File: src/inc/sar_adc_pkg.sv
// package for the sar converter control block: register map, fields, timing
// assumes a 200 MHz clock and byte-wide cpu register access
package sar_adc_pkg;
    // register addresses
    localparam logic [15:0] RESULT_LO_ADDR  = 16'hff16;
    localparam logic [15:0] RESULT_HI_ADDR  = 16'hff17;
    localparam logic [15:0] MODE_ADDR       = 16'hff80;
    localparam logic [15:0] CHANNEL_ADDR    = 16'hff81;
    // reset values
    localparam logic [15:0] RESULT_RESET    = 16'h0000;
    localparam logic [7:0]  MODE_RESET      = 8'h00;
    localparam logic [7:0]  CHANNEL_RESET   = 8'h00;
    // mode register fields and write masks
    localparam int          ENABLE_BIT      = 7;
    localparam int          SOURCE_BIT      = 6;
    localparam int          TIME_MSB        = 5;
    localparam int          TIME_LSB        = 3;
    localparam int          EDGE_MSB        = 2;
    localparam int          EDGE_LSB        = 1;
    localparam logic [7:0]  MODE_WRITE_MASK = 8'hfe;
    localparam logic [7:0]  CHANNEL_MASK    = 8'h03;
    // converter geometry
    localparam int          RESULT_BITS     = 10;
    localparam int          PAD_BITS        = 6;
    // trigger edge codes
    localparam logic [1:0]  EDGE_NONE       = 2'h0;
    localparam logic [1:0]  EDGE_FALL       = 2'h1;
    localparam logic [1:0]  EDGE_RISE       = 2'h2;
    localparam logic [1:0]  EDGE_BOTH       = 2'h3;
    // conversion time: 144 main clock periods nominal; steps round down to 12, so 20 sampling plus 120 converting run 140
    localparam int          CONV_PERIODS    = 144;
    localparam int          SAMPLE_PERIODS  = 20;
    localparam int          STEP_PERIODS    = (CONV_PERIODS - SAMPLE_PERIODS) / RESULT_BITS;
    localparam logic [7:0]  SAMPLE_COUNT    = 8'(SAMPLE_PERIODS);
    localparam logic [7:0]  STEP_COUNT      = 8'(STEP_PERIODS);
endpackage

File: src/inc/sar_step_if.sv
// interface carrying the approximation step handshake between sequencer and register
// assumes one clock domain shared by both modules
`timescale 1ns/1ps
`default_nettype none
interface sar_step_if;
    logic       clear;
    logic       step;
    logic       decision;
    logic [9:0] value;
    logic       lastBit;
    modport seq (output clear, output step, output decision, input value, input lastBit);
    modport sar (input clear, input step, input decision, output value, output lastBit);
endinterface
`default_nettype wire

File: src/hw/sar_adc_control.sv
// control logic for a 10-bit successive approximation converter with four inputs
// assumes a byte-wide cpu port, a comparator that settles within one step,
// and a trigger input synchronous to clk
`timescale 1ns/1ps
`default_nettype none
// Notes on behaviour
// - ten bit result, one of four channels
// - hardware start on chosen trigger edge
// - software start via mode register bits
// - hardware mode halts after each conversion
// - software mode converts back to back
// - resolve from top bit, then copy out
// - result sixteen bits, low six zero
// - high byte top eight, low byte two
// - reset clears the result register
// - hold sampled channel until conversion ends
// - mode register takes bit and byte writes
// - reset clears mode register to zero
// - mode field order enable source time edge
// - enable bit zero stops, one runs
// - source zero converts continuously while enabled
// - hardware source waits for trigger edge
// - time code zero gives 140 periods
// - edge code none fall rise both
// - channel register picks input, two bits
module sar_adc_control (
    // clock and reset
    input  wire logic        clk,
    input  wire logic        reset_n,
    // cpu register port
    input  wire logic [15:0] regAddr,
    input  wire logic        regWrite,
    input  wire logic        regBitWrite,
    input  wire logic [2:0]  regBitIndex,
    input  wire logic [7:0]  regWriteData,
    input  wire logic        regRead,
    input  wire logic        regWordRead,
    output logic      [15:0] regReadData,
    // analog front end
    input  wire logic        comparatorHigh,
    output logic      [1:0]  analogChannel,
    output logic             sampleActive,
    output logic      [9:0]  trialCode,
    // trigger and interrupt
    input  wire logic        hw_trigger_input,
    output logic             conversion_done_irq
);
    typedef enum logic [1:0] {IDLE, WAIT_TRIGGER, SAMPLE, CONVERT} state_t;

    state_t      state_q;
    logic [7:0]  converter_mode_reg_q;
    logic [7:0]  channel_select_reg_q;
    logic [15:0] conversion_result_reg_q;
    logic [7:0]  timer_q;
    logic [3:0]  bitCount_q;
    logic [1:0]  heldChannel_q;
    logic        sampling_q;
    logic [9:0]  trial_q;
    logic        done_q;
    logic [15:0] readData_q;

    logic        conversion_enable;
    logic        start_source_select;
    logic [2:0]  convTime;
    logic [1:0]  edgeSel;
    logic        trigFire;
    logic        modeWrite;
    logic        channelWrite;
    logic        finishing;
    logic [7:0]  modeNext;

    sar_step_if stepBus ();

    assign conversion_enable   = converter_mode_reg_q[sar_adc_pkg::ENABLE_BIT];
    assign start_source_select = converter_mode_reg_q[sar_adc_pkg::SOURCE_BIT];
    assign convTime            = converter_mode_reg_q[sar_adc_pkg::TIME_MSB:sar_adc_pkg::TIME_LSB];
    assign edgeSel             = converter_mode_reg_q[sar_adc_pkg::EDGE_MSB:sar_adc_pkg::EDGE_LSB];

    // byte address decode; bit writes reach the mode register only, the channel register takes byte writes
    assign modeWrite    = (regWrite | regBitWrite) && regAddr == sar_adc_pkg::MODE_ADDR;
    assign channelWrite = regWrite && regAddr == sar_adc_pkg::CHANNEL_ADDR;

    // a single bit write modifies one bit and keeps the rest
    always_comb begin
        modeNext = converter_mode_reg_q;
        if (regBitWrite) begin
            modeNext[regBitIndex] = regWriteData[0];
        end else begin
            modeNext = regWriteData;
        end
        modeNext = modeNext & sar_adc_pkg::MODE_WRITE_MASK;
    end

    always_ff @(posedge clk or negedge reset_n) begin
        if (!reset_n) begin
            converter_mode_reg_q <= sar_adc_pkg::MODE_RESET;
        end else if (modeWrite) begin
            converter_mode_reg_q <= modeNext;
        end
    end

    always_ff @(posedge clk or negedge reset_n) begin
        if (!reset_n) begin
            channel_select_reg_q <= sar_adc_pkg::CHANNEL_RESET;
        end else if (channelWrite) begin
            channel_select_reg_q <= regWriteData & sar_adc_pkg::CHANNEL_MASK;
        end
    end

    trigger_edge_detect edgeDetect (
        .clk     (clk),
        .reset_n (reset_n),
        .trigIn  (hw_trigger_input),
        .edgeSel (edgeSel),
        .fire    (trigFire)
    );

    approximation_register sar (
        .clk     (clk),
        .reset_n (reset_n),
        .port    (stepBus)
    );

    // a mode or channel write in the last step wins: no result, no pulse
    assign finishing = state_q == CONVERT && timer_q == 8'h01 && stepBus.lastBit
                       && bitCount_q == 4'h9 && !modeWrite && !channelWrite;

    // only time code zero is legal at this clock; other codes run the same length
    // rather than produce out-of-spec short conversions
    always_ff @(posedge clk or negedge reset_n) begin
        if (!reset_n) begin
            state_q    <= IDLE;
            timer_q    <= 8'h00;
            bitCount_q <= 4'h0;
        end else if (!conversion_enable) begin
            state_q    <= IDLE;
            timer_q    <= 8'h00;
            bitCount_q <= 4'h0;
        end else if (modeWrite || channelWrite) begin
            // rewriting control aborts the conversion and starts over
            // the written source picks the restart path, so a source switch never converts untriggered
            state_q    <= (modeWrite ? modeNext[sar_adc_pkg::SOURCE_BIT] : start_source_select)
                          ? WAIT_TRIGGER : SAMPLE;
            timer_q    <= sar_adc_pkg::SAMPLE_COUNT;
            bitCount_q <= 4'h0;
        end else begin
            unique case (state_q)
                IDLE: begin
                    state_q <= start_source_select ? WAIT_TRIGGER : SAMPLE;
                    timer_q <= sar_adc_pkg::SAMPLE_COUNT;
                end
                WAIT_TRIGGER: begin
                    if (trigFire) begin
                        state_q <= SAMPLE;
                        timer_q <= sar_adc_pkg::SAMPLE_COUNT;
                    end
                end
                SAMPLE: begin
                    if (timer_q == 8'h01) begin
                        state_q    <= CONVERT;
                        timer_q    <= sar_adc_pkg::STEP_COUNT;
                        bitCount_q <= 4'h0;
                    end else begin
                        timer_q <= timer_q - 8'h01;
                    end
                end
                CONVERT: begin
                    if (timer_q == 8'h01) begin
                        bitCount_q <= bitCount_q + 4'h1;
                        timer_q    <= sar_adc_pkg::STEP_COUNT;
                        if (stepBus.lastBit) begin
                            // hardware start halts, software start repeats
                            state_q <= start_source_select ? WAIT_TRIGGER : SAMPLE;
                            timer_q <= sar_adc_pkg::SAMPLE_COUNT;
                        end
                    end else begin
                        timer_q <= timer_q - 8'h01;
                    end
                end
            endcase
        end
    end

    // clear throughout sampling, one decision at the end of each step
    assign stepBus.clear    = state_q == SAMPLE;
    assign stepBus.step     = state_q == CONVERT && timer_q == 8'h01;
    assign stepBus.decision = comparatorHigh;

    // channel is latched when sampling begins and held through the conversion;
    // a restart re-enters the first sample cycle or the trigger wait, so a channel write takes the new input
    always_ff @(posedge clk or negedge reset_n) begin
        if (!reset_n) begin
            heldChannel_q <= 2'h0;
        end else if (state_q == IDLE || state_q == WAIT_TRIGGER
                     || (state_q == SAMPLE && timer_q == sar_adc_pkg::SAMPLE_COUNT)) begin
            heldChannel_q <= channel_select_reg_q[1:0];
        end
    end

    always_ff @(posedge clk or negedge reset_n) begin
        if (!reset_n) begin
            sampling_q <= 1'b0;
            trial_q    <= 10'h000;
        end else begin
            sampling_q <= state_q == SAMPLE && !(timer_q == 8'h01);
            trial_q    <= stepBus.value;
        end
    end

    always_ff @(posedge clk or negedge reset_n) begin
        if (!reset_n) begin
            conversion_result_reg_q <= sar_adc_pkg::RESULT_RESET;
        end else if (finishing) begin
            // final decision folded in, left-justified with zero padding
            conversion_result_reg_q <= {stepBus.value[9:1], comparatorHigh,
                                        {sar_adc_pkg::PAD_BITS{1'b0}}};
        end
    end

    always_ff @(posedge clk or negedge reset_n) begin
        if (!reset_n) begin
            done_q <= 1'b0;
        end else begin
            done_q <= finishing;
        end
    end

    // word read returns the whole result; byte reads sit in the low byte
    always_ff @(posedge clk or negedge reset_n) begin
        if (!reset_n) begin
            readData_q <= 16'h0000;
        end else if (regRead) begin
            if (regWordRead && regAddr == sar_adc_pkg::RESULT_LO_ADDR) begin
                readData_q <= conversion_result_reg_q;
            end else if (regAddr == sar_adc_pkg::RESULT_LO_ADDR) begin
                readData_q <= {8'h00, conversion_result_reg_q[7:0]};
            end else if (regAddr == sar_adc_pkg::RESULT_HI_ADDR) begin
                readData_q <= {8'h00, conversion_result_reg_q[15:8]};
            end else if (regAddr == sar_adc_pkg::MODE_ADDR) begin
                readData_q <= {8'h00, converter_mode_reg_q};
            end else if (regAddr == sar_adc_pkg::CHANNEL_ADDR) begin
                readData_q <= {8'h00, channel_select_reg_q};
            end else begin
                readData_q <= 16'h0000;
            end
        end
    end

    assign regReadData         = readData_q;
    assign analogChannel       = heldChannel_q;
    assign sampleActive        = sampling_q;
    assign trialCode           = trial_q;
    assign conversion_done_irq = done_q;
endmodule
`default_nettype wire

File: src/hw/approximation_register.sv
// successive approximation register, resolved from the top bit downward
// assumes the sequencer clears it before the first step of each conversion
`timescale 1ns/1ps
`default_nettype none
module approximation_register (
    // clock and reset
    input  wire logic clk,
    input  wire logic reset_n,
    // step control
    sar_step_if.sar   port
);
    logic [9:0] trial_q;
    logic [9:0] value_q;

    assign port.value   = value_q;
    assign port.lastBit = trial_q[0];

    // keep the decided bit, then try the next lower one
    always_ff @(posedge clk or negedge reset_n) begin
        if (!reset_n) begin
            trial_q <= 10'h200;
            value_q <= 10'h000;
        end else if (port.clear) begin
            trial_q <= 10'h200;
            value_q <= 10'h200;
        end else if (port.step) begin
            trial_q <= trial_q >> 1;
            value_q <= (port.decision ? value_q : (value_q & ~trial_q)) | (trial_q >> 1);
        end
    end
endmodule
`default_nettype wire

File: src/hw/trigger_edge_detect.sv
// edge qualifier for the hardware start input
// assumes the trigger input is synchronous to clk
`timescale 1ns/1ps
`default_nettype none
module trigger_edge_detect (
    // clock and reset
    input  wire logic       clk,
    input  wire logic       reset_n,
    // trigger
    input  wire logic       trigIn,
    input  wire logic [1:0] edgeSel,
    output logic            fire
);
    logic prev_q;

    always_ff @(posedge clk or negedge reset_n) begin
        if (!reset_n) prev_q <= 1'b0;
        else          prev_q <= trigIn;
    end

    always_comb begin
        unique case (edgeSel)
            sar_adc_pkg::EDGE_NONE: fire = 1'b0;
            sar_adc_pkg::EDGE_FALL: fire = prev_q & ~trigIn;
            sar_adc_pkg::EDGE_RISE: fire = ~prev_q & trigIn;
            sar_adc_pkg::EDGE_BOTH: fire = prev_q ^ trigIn;
        endcase
    end
endmodule
`default_nettype wire

File: config.mk
export PLATFORM = sky130hd
export DESIGN_NAME = sar_adc_control
export DESIGN_NICKNAME = d
export VERILOG_FILES = /design/src/inc/sar_adc_pkg.sv /design/src/inc/sar_step_if.sv /design/src/hw/sar_adc_control.sv /design/src/hw/approximation_register.sv /design/src/hw/trigger_edge_detect.sv
export SDC_FILE = /design/constraint.sdc
export NUM_CORES = 1
export LEC_CHECK = 0
export ABC_AREA = 0
export BUFFER_PORTS_ARGS = -buffer_cell sky130_fd_sc_hd__buf_2
export CAP_MARGIN = 20
export CORE_MARGIN = 5
export CORE_UTILIZATION = 56
export DETAILED_ROUTE_END_ITERATION = 7
export PLACE_DENSITY_LB_ADDON = 0.12
export SYNTH_ARGS = -nofsm -noshare
export SYNTH_HDL_FRONTEND = slang
export SYNTH_SLANG_ARGS = --single-unit
File: constraint.sdc
create_clock -name clk -period 3.2 [get_ports clk]
set_clock_uncertainty 0.1 [all_clocks]
set_input_delay 0.64 -clock clk [delete_from_list [all_inputs] [get_ports clk]]
set_output_delay 0.64 -clock clk [all_outputs]
set_load 0.02 [all_outputs]
After elaboration in Yosys (flattened, before gate mapping). Index checks and enable logic that the tools add are counted.

Bits in registers: 84. Word-level logic and storage cells: 104. Output and inout bits: 30.

Reductions and logical operators: 22. Equal/unequal tests: 18. Muxes and demuxes: 37. $add $sub $neg: 2. $lt $le $gt $ge: 2. Bitwise gates (word level): 9.

Operators by type and width (count): 8-bit two-way mux (9); 16-bit equality test, second input constant (4); 10-bit two-way mux (5); 8-bit case mux with 4 select lines (1); 2-bit two-way mux (9); 16-bit two-way mux (1); 4-bit two-way mux (4); 1-bit logical AND (11); 10-bit bitwise AND (1); 10-bit NOT (1); 10-bit by 9-bit bitwise OR with 10-bit output (1); 8-bit bitwise mux (1); 2-bit equality test, second input constant (4); 8-bit by 1-bit equality test with 1-bit output, second input constant (1); 8-bit by 5-bit equality test with 1-bit output, second input constant (1); 4-bit by 2-bit inequality test with 1-bit output, second input constant (2); 2-bit case mux with 4 select lines (1); 4-bit case mux with 2 select lines (1); 8-bit by 1-bit subtractor with 8-bit output, second input constant (1); 5-bit two-way mux (1); 4-bit by 1-bit adder with 4-bit output, second input constant (1); 2-bit by 1-bit equality test with 1-bit output, second input constant (2); 4-bit equality test, second input constant (1); 2-bit logical NOT (2); other kinds (17) (24).

Longest topological paths before layout.
Depth after elaboration: 10. Gate-level depth with buffers: 10. Depth with buffers taken out: 8.

Cells and area by module. From an unflattened synthesis, not the netlist that was laid out.

Cells, all modules: 394. Area, all modules: 4180.3 µm².

Modules (own cells, without submodules): sar_adc_control (cells each 308, seq. area each 1576.5 µm², area an instance 3159.3 µm², instances 1); approximation_register (cells each 76, seq. area each 501.7 µm², area an instance 937.1 µm², instances 1); trigger_edge_detect (cells each 10, seq. area each 25.0 µm², area an instance 83.8 µm², instances 1).

Least setup slack after synthesis. Ideal clock, no wire load.

Path type: input -> register. From: in regAddr[3]. To: reg state_q[0]. Setup time: 0.120 ns. Required time: 2.980 ns. Path buffers: 1. Stages: 7. Path slack: 0.383 ns. Data arrival time: 2.597 ns. Path through: or4b_4 or4_4 buf_6 o21ai_0 mux2i_1 a211oi_1 a31o_2.

Word-level cells in the longest chain between the ends: 6.

RTL lines: start: declaration (RTL line sar_adc_control.sv:31) `input wire logic [15:0] regAddr,`; 16-bit equality test (RTL line sar_adc_control.sv:80) `assign modeWrite = (regWrite | regBitWrite) && regAddr == sar_adc_pkg::MODE_ADDR;`; 1-bit logical AND (RTL line sar_adc_control.sv:80); 1-bit two-way mux (RTL line sar_adc_control.sv:142) `state_q <= (modeWrite ? modeNext[sar_adc_pkg::SOURCE_BIT] : start_source_select)`; 2-bit two-way mux (RTL line sar_adc_control.sv:143) `? WAIT_TRIGGER : SAMPLE;`; 2-bit two-way mux (RTL line sar_adc_control.sv:139) `end else if (modeWrite || channelWrite) begin`; 2-bit two-way mux (RTL line sar_adc_control.sv:135) `end else if (!conversion_enable) begin`; end signal: assignment (RTL line sar_adc_control.sv:142); end signal: assignment (RTL line sar_adc_control.sv:149) `state_q <= start_source_select ? WAIT_TRIGGER : SAMPLE;`; end signal: assignment (RTL line sar_adc_control.sv:173) `state_q <= start_source_select ? WAIT_TRIGGER : SAMPLE;`; end: declaration (RTL line sar_adc_control.sv:50) `state_t state_q;`.

Several ways; a longest one is shown, not always the timed one. A chain may end at the register's enable or synchronous reset.

Final worst setup path. Same ends and word-level chain as after synthesis.

==> results.toml <==
[run_status]
outcome = "completed"

[critical_path]
crit_fanout = 6
worstPathRequired_ns = 3.35
crit_family = "simple AND/OR/NAND/NOR gates"
critPathSlowestCell = "or4_4"
critPathKind = "input port to flop"
cp_slowest_stage_delay_ns = 0.61
timing.critical_path.buf_inv = 1
start_kind = "input port"
worstPathArrival_ns = 2.78
worstPathCellList = "buf_2 > or4b_4 > or4_4 > o21ai_0 > mux2i_1 > a211oi_1 > a31o_2"
worst_setup_path_end_kind = "flop"

[clocking]
path_clk_slew_ns = 0.09
cts_buffer_depth = 2
post_cts_buffers = 0
cts.sinks = 84
ctsHoldBuffers = 0
cts_resized = 0
cts_tree = "done"
clk_latency_ns = 0.35
htreeDepth = 3
cts_root_buf = "clkbuf_8"
numCtsBuffers = 9

[cells_and_area]
finalInstanceArea_um2 = 4630
drive_gt1_share_pct = 22.8
area_growth_pct = 17.9
n_fill_cell = 544
diodes = 0
fin_nets = 533

[drt]
totalWireLength_mm = 8.87
ant_nets = 0
firstDrtPassIters = 4
vias_per_cell = 5.52
vias = 3248
post_drt_wl_per_cell_um = 15.1
post-route-drc-count = 0
dr.first_iter.drc_count = 237

[synthesis]
async_flop_share_pct = 100
seq_area_frac_synth_pct = 53.6
synth_cell_types = 53
synthTopCellsByCount = "nand2_1, dfrtp_1, a21oi_1, nor2_1, o21ai_0"
synth_cells = 416
netlist_area_um2 = 3930
synth_edf_count = 0
yosysWarningCount = 0
ys.flop_type = "dfrtp_1"
post_synth_main_area_contributors = "dfrtp_1, nand2_1, a21oi_1"
synth_most_common_cell = "nand2_1"
yosysTopAreaCell = "dfrtp_1"
synth_top_area_share_pct = 52.9
synth_nets = 462
ys_ff_latch = 84
syn_area_per_cell_um2 = 9.44

[sta]
fin_setup_tns_ns = 0
finalCriticalPeriod_ns = 2.63
max_freq_mhz = 380
slew_viol_final = 0
hold_viol_final = 0
fin_crit_sh_pct = 82.3
hold_ws_ns = 0.214
rsz0062_at_grt = "no"
tightest_slew_ns = 1.01
worst_slack_ns = 0.566
setup_violations = 0
slew_headroom_pct = 31.8

[hold_path]
worstHoldPathType = "input port to async pin"

[power_and_ir_drop]
p_sw_w = 0.000474
power.density_nw_per_um2 = 439
seq_power_share_pct = 53.0
p_int_w = 0.00156
clockPowerShare_pct = 42.0
p_total_w = 0.00203
ir_drop_mv = 0.326
p_sw_share_pct = 23.3
leakagePower_nw = 2.21
comb_power_share_pct = 5.0

[global_routing]
grt_max_degree = 54
grt_pass1_vias = 3226
overflow = 0
grt_antenna_before_repair = 0
grt_pass1_wl_mm = 15.1
grt.total_usage_pct = 21.7

[placed_design]
placed_cell_area_um2 = 4400
hpwl_mm = 6.39
io_buffer_count = 64
post-place-ws_ns = 0.202
globalplace.congestion = 0.838

[run]
max-cap-violations = 0

[floorplanning]
die_w_um = 93.7
dieArea_um2 = 8780
initial_utilization_pct = 57.8
rows = 30
core_area_um2 = 6790
ios = 65
die_h_um = 93.7
==> per-layer routing <==
layer	routed length [um]	vias to the layer above	track usage, %
met5	0	-	0
met4	150	0	9.87
met3	475	12	4.09
met2	4010	87	32.8
met1	4230	1569	30.5
li1	-	1580	-
==> flip-flops by register name (all words and copies together) (netlist names), 2 cells and up <==
register	cells
analogChannel	2
channel_select_reg_q	2
converter_mode_reg_q	7
timer_q	8
conversion_result_reg_q	10
bitCount_q	4
state_q	2
sar.trial_q	10
regReadData	16
sar.port.value	10
trialCode	10
==> cells by family after synthesis <==
group	Yosys count	synth area share, %
simple gates	178	21.2
compound gates	101	16.0
mux	8	2.23
buf+inv	34	3.47
fa+ha+maj	11	3.51
flops	84	53.6
==> through the flow <==
step / utilization [%] / instances
after floorplan: - / 416
after global placement: 64.8 / 572
after detailed placement: 64.8 / 572
after CTS: 68.1 / 588
after global routing: 68.1 / 588
final: 68.1 / 588
==> area by class of cell <==
class	count	area, um^2	area share, %
Timing Repair Buffer	76	425	9.19
Clock inverter	7	103	2.22
Clock buffer	9	124	2.68
Multi-Input combinational cell	298	1690	36.4
Sequential cell	84	2100	45.4
Tap cell	96	120	2.60
Inverter	18	67.6	1.46
==> worst paths after layout <==
| check | end | depth (start not counted) | start | slack, ns |
|---|---|---|---|---|
| max | state_q[0] | 7 | regAddr[3] | 0.57 |
| min | converter_mode_reg_q[2] | 1 | reset_n | 0.21 |
| max reg2reg | conversion_result_reg_q[10] | 9 | timer_q[1] | 0.68 |
| min reg2reg | trialCode[0] | 0 | sar.port.value[0] | 0.29 |
| max in group asynchronous | conversion_result_reg_q[15] | 2 | reset_n | 2.16 |
| min in group clk | trialCode[0] | 0 | sar.port.value[0] | 0.29 |
==> cell usage in the layout (no fill, tap or decap), types with 2 or more instances in the layout <==
cell and instances:
nand2_1 91, dfrtp_1 83, and2_1 2, a22oi_1 10, buf_4 12, o21ai_0 22
ha_1 11, o22ai_1 3, mux2i_1 2, nand3_1 6, a21o_1 5, a21oi_1 39
nor2b_1 6, a31oi_1 6, inv_6 3, nor3_1 6, or2_2 2, or3_1 2
nor2_1 36, nand3b_1 7, clkbuf_8 9, buf_2 63, bufinv_16 2, a211oi_1 3
and3_1 2, nor4_1 4, inv_1 18, mux2_2 6, a32oi_1 2, o211ai_1 2
==> power by group through the flow <==
stage	Combinational [W]	Clock [W]	Sequential (W)
2_1_floorplan	0.0000290	0	0.00111
3_3_place_gp	0.000100	0	0.00110
3_5_place_dp	0.000102	0	0.00110
4_1_cts	0.000103	0.000874	0.00108
5_1_grt	0.000113	0.000919	0.00108
6_report	0.000101	0.000854	0.00108
Power figures use the tool's default switching activity.
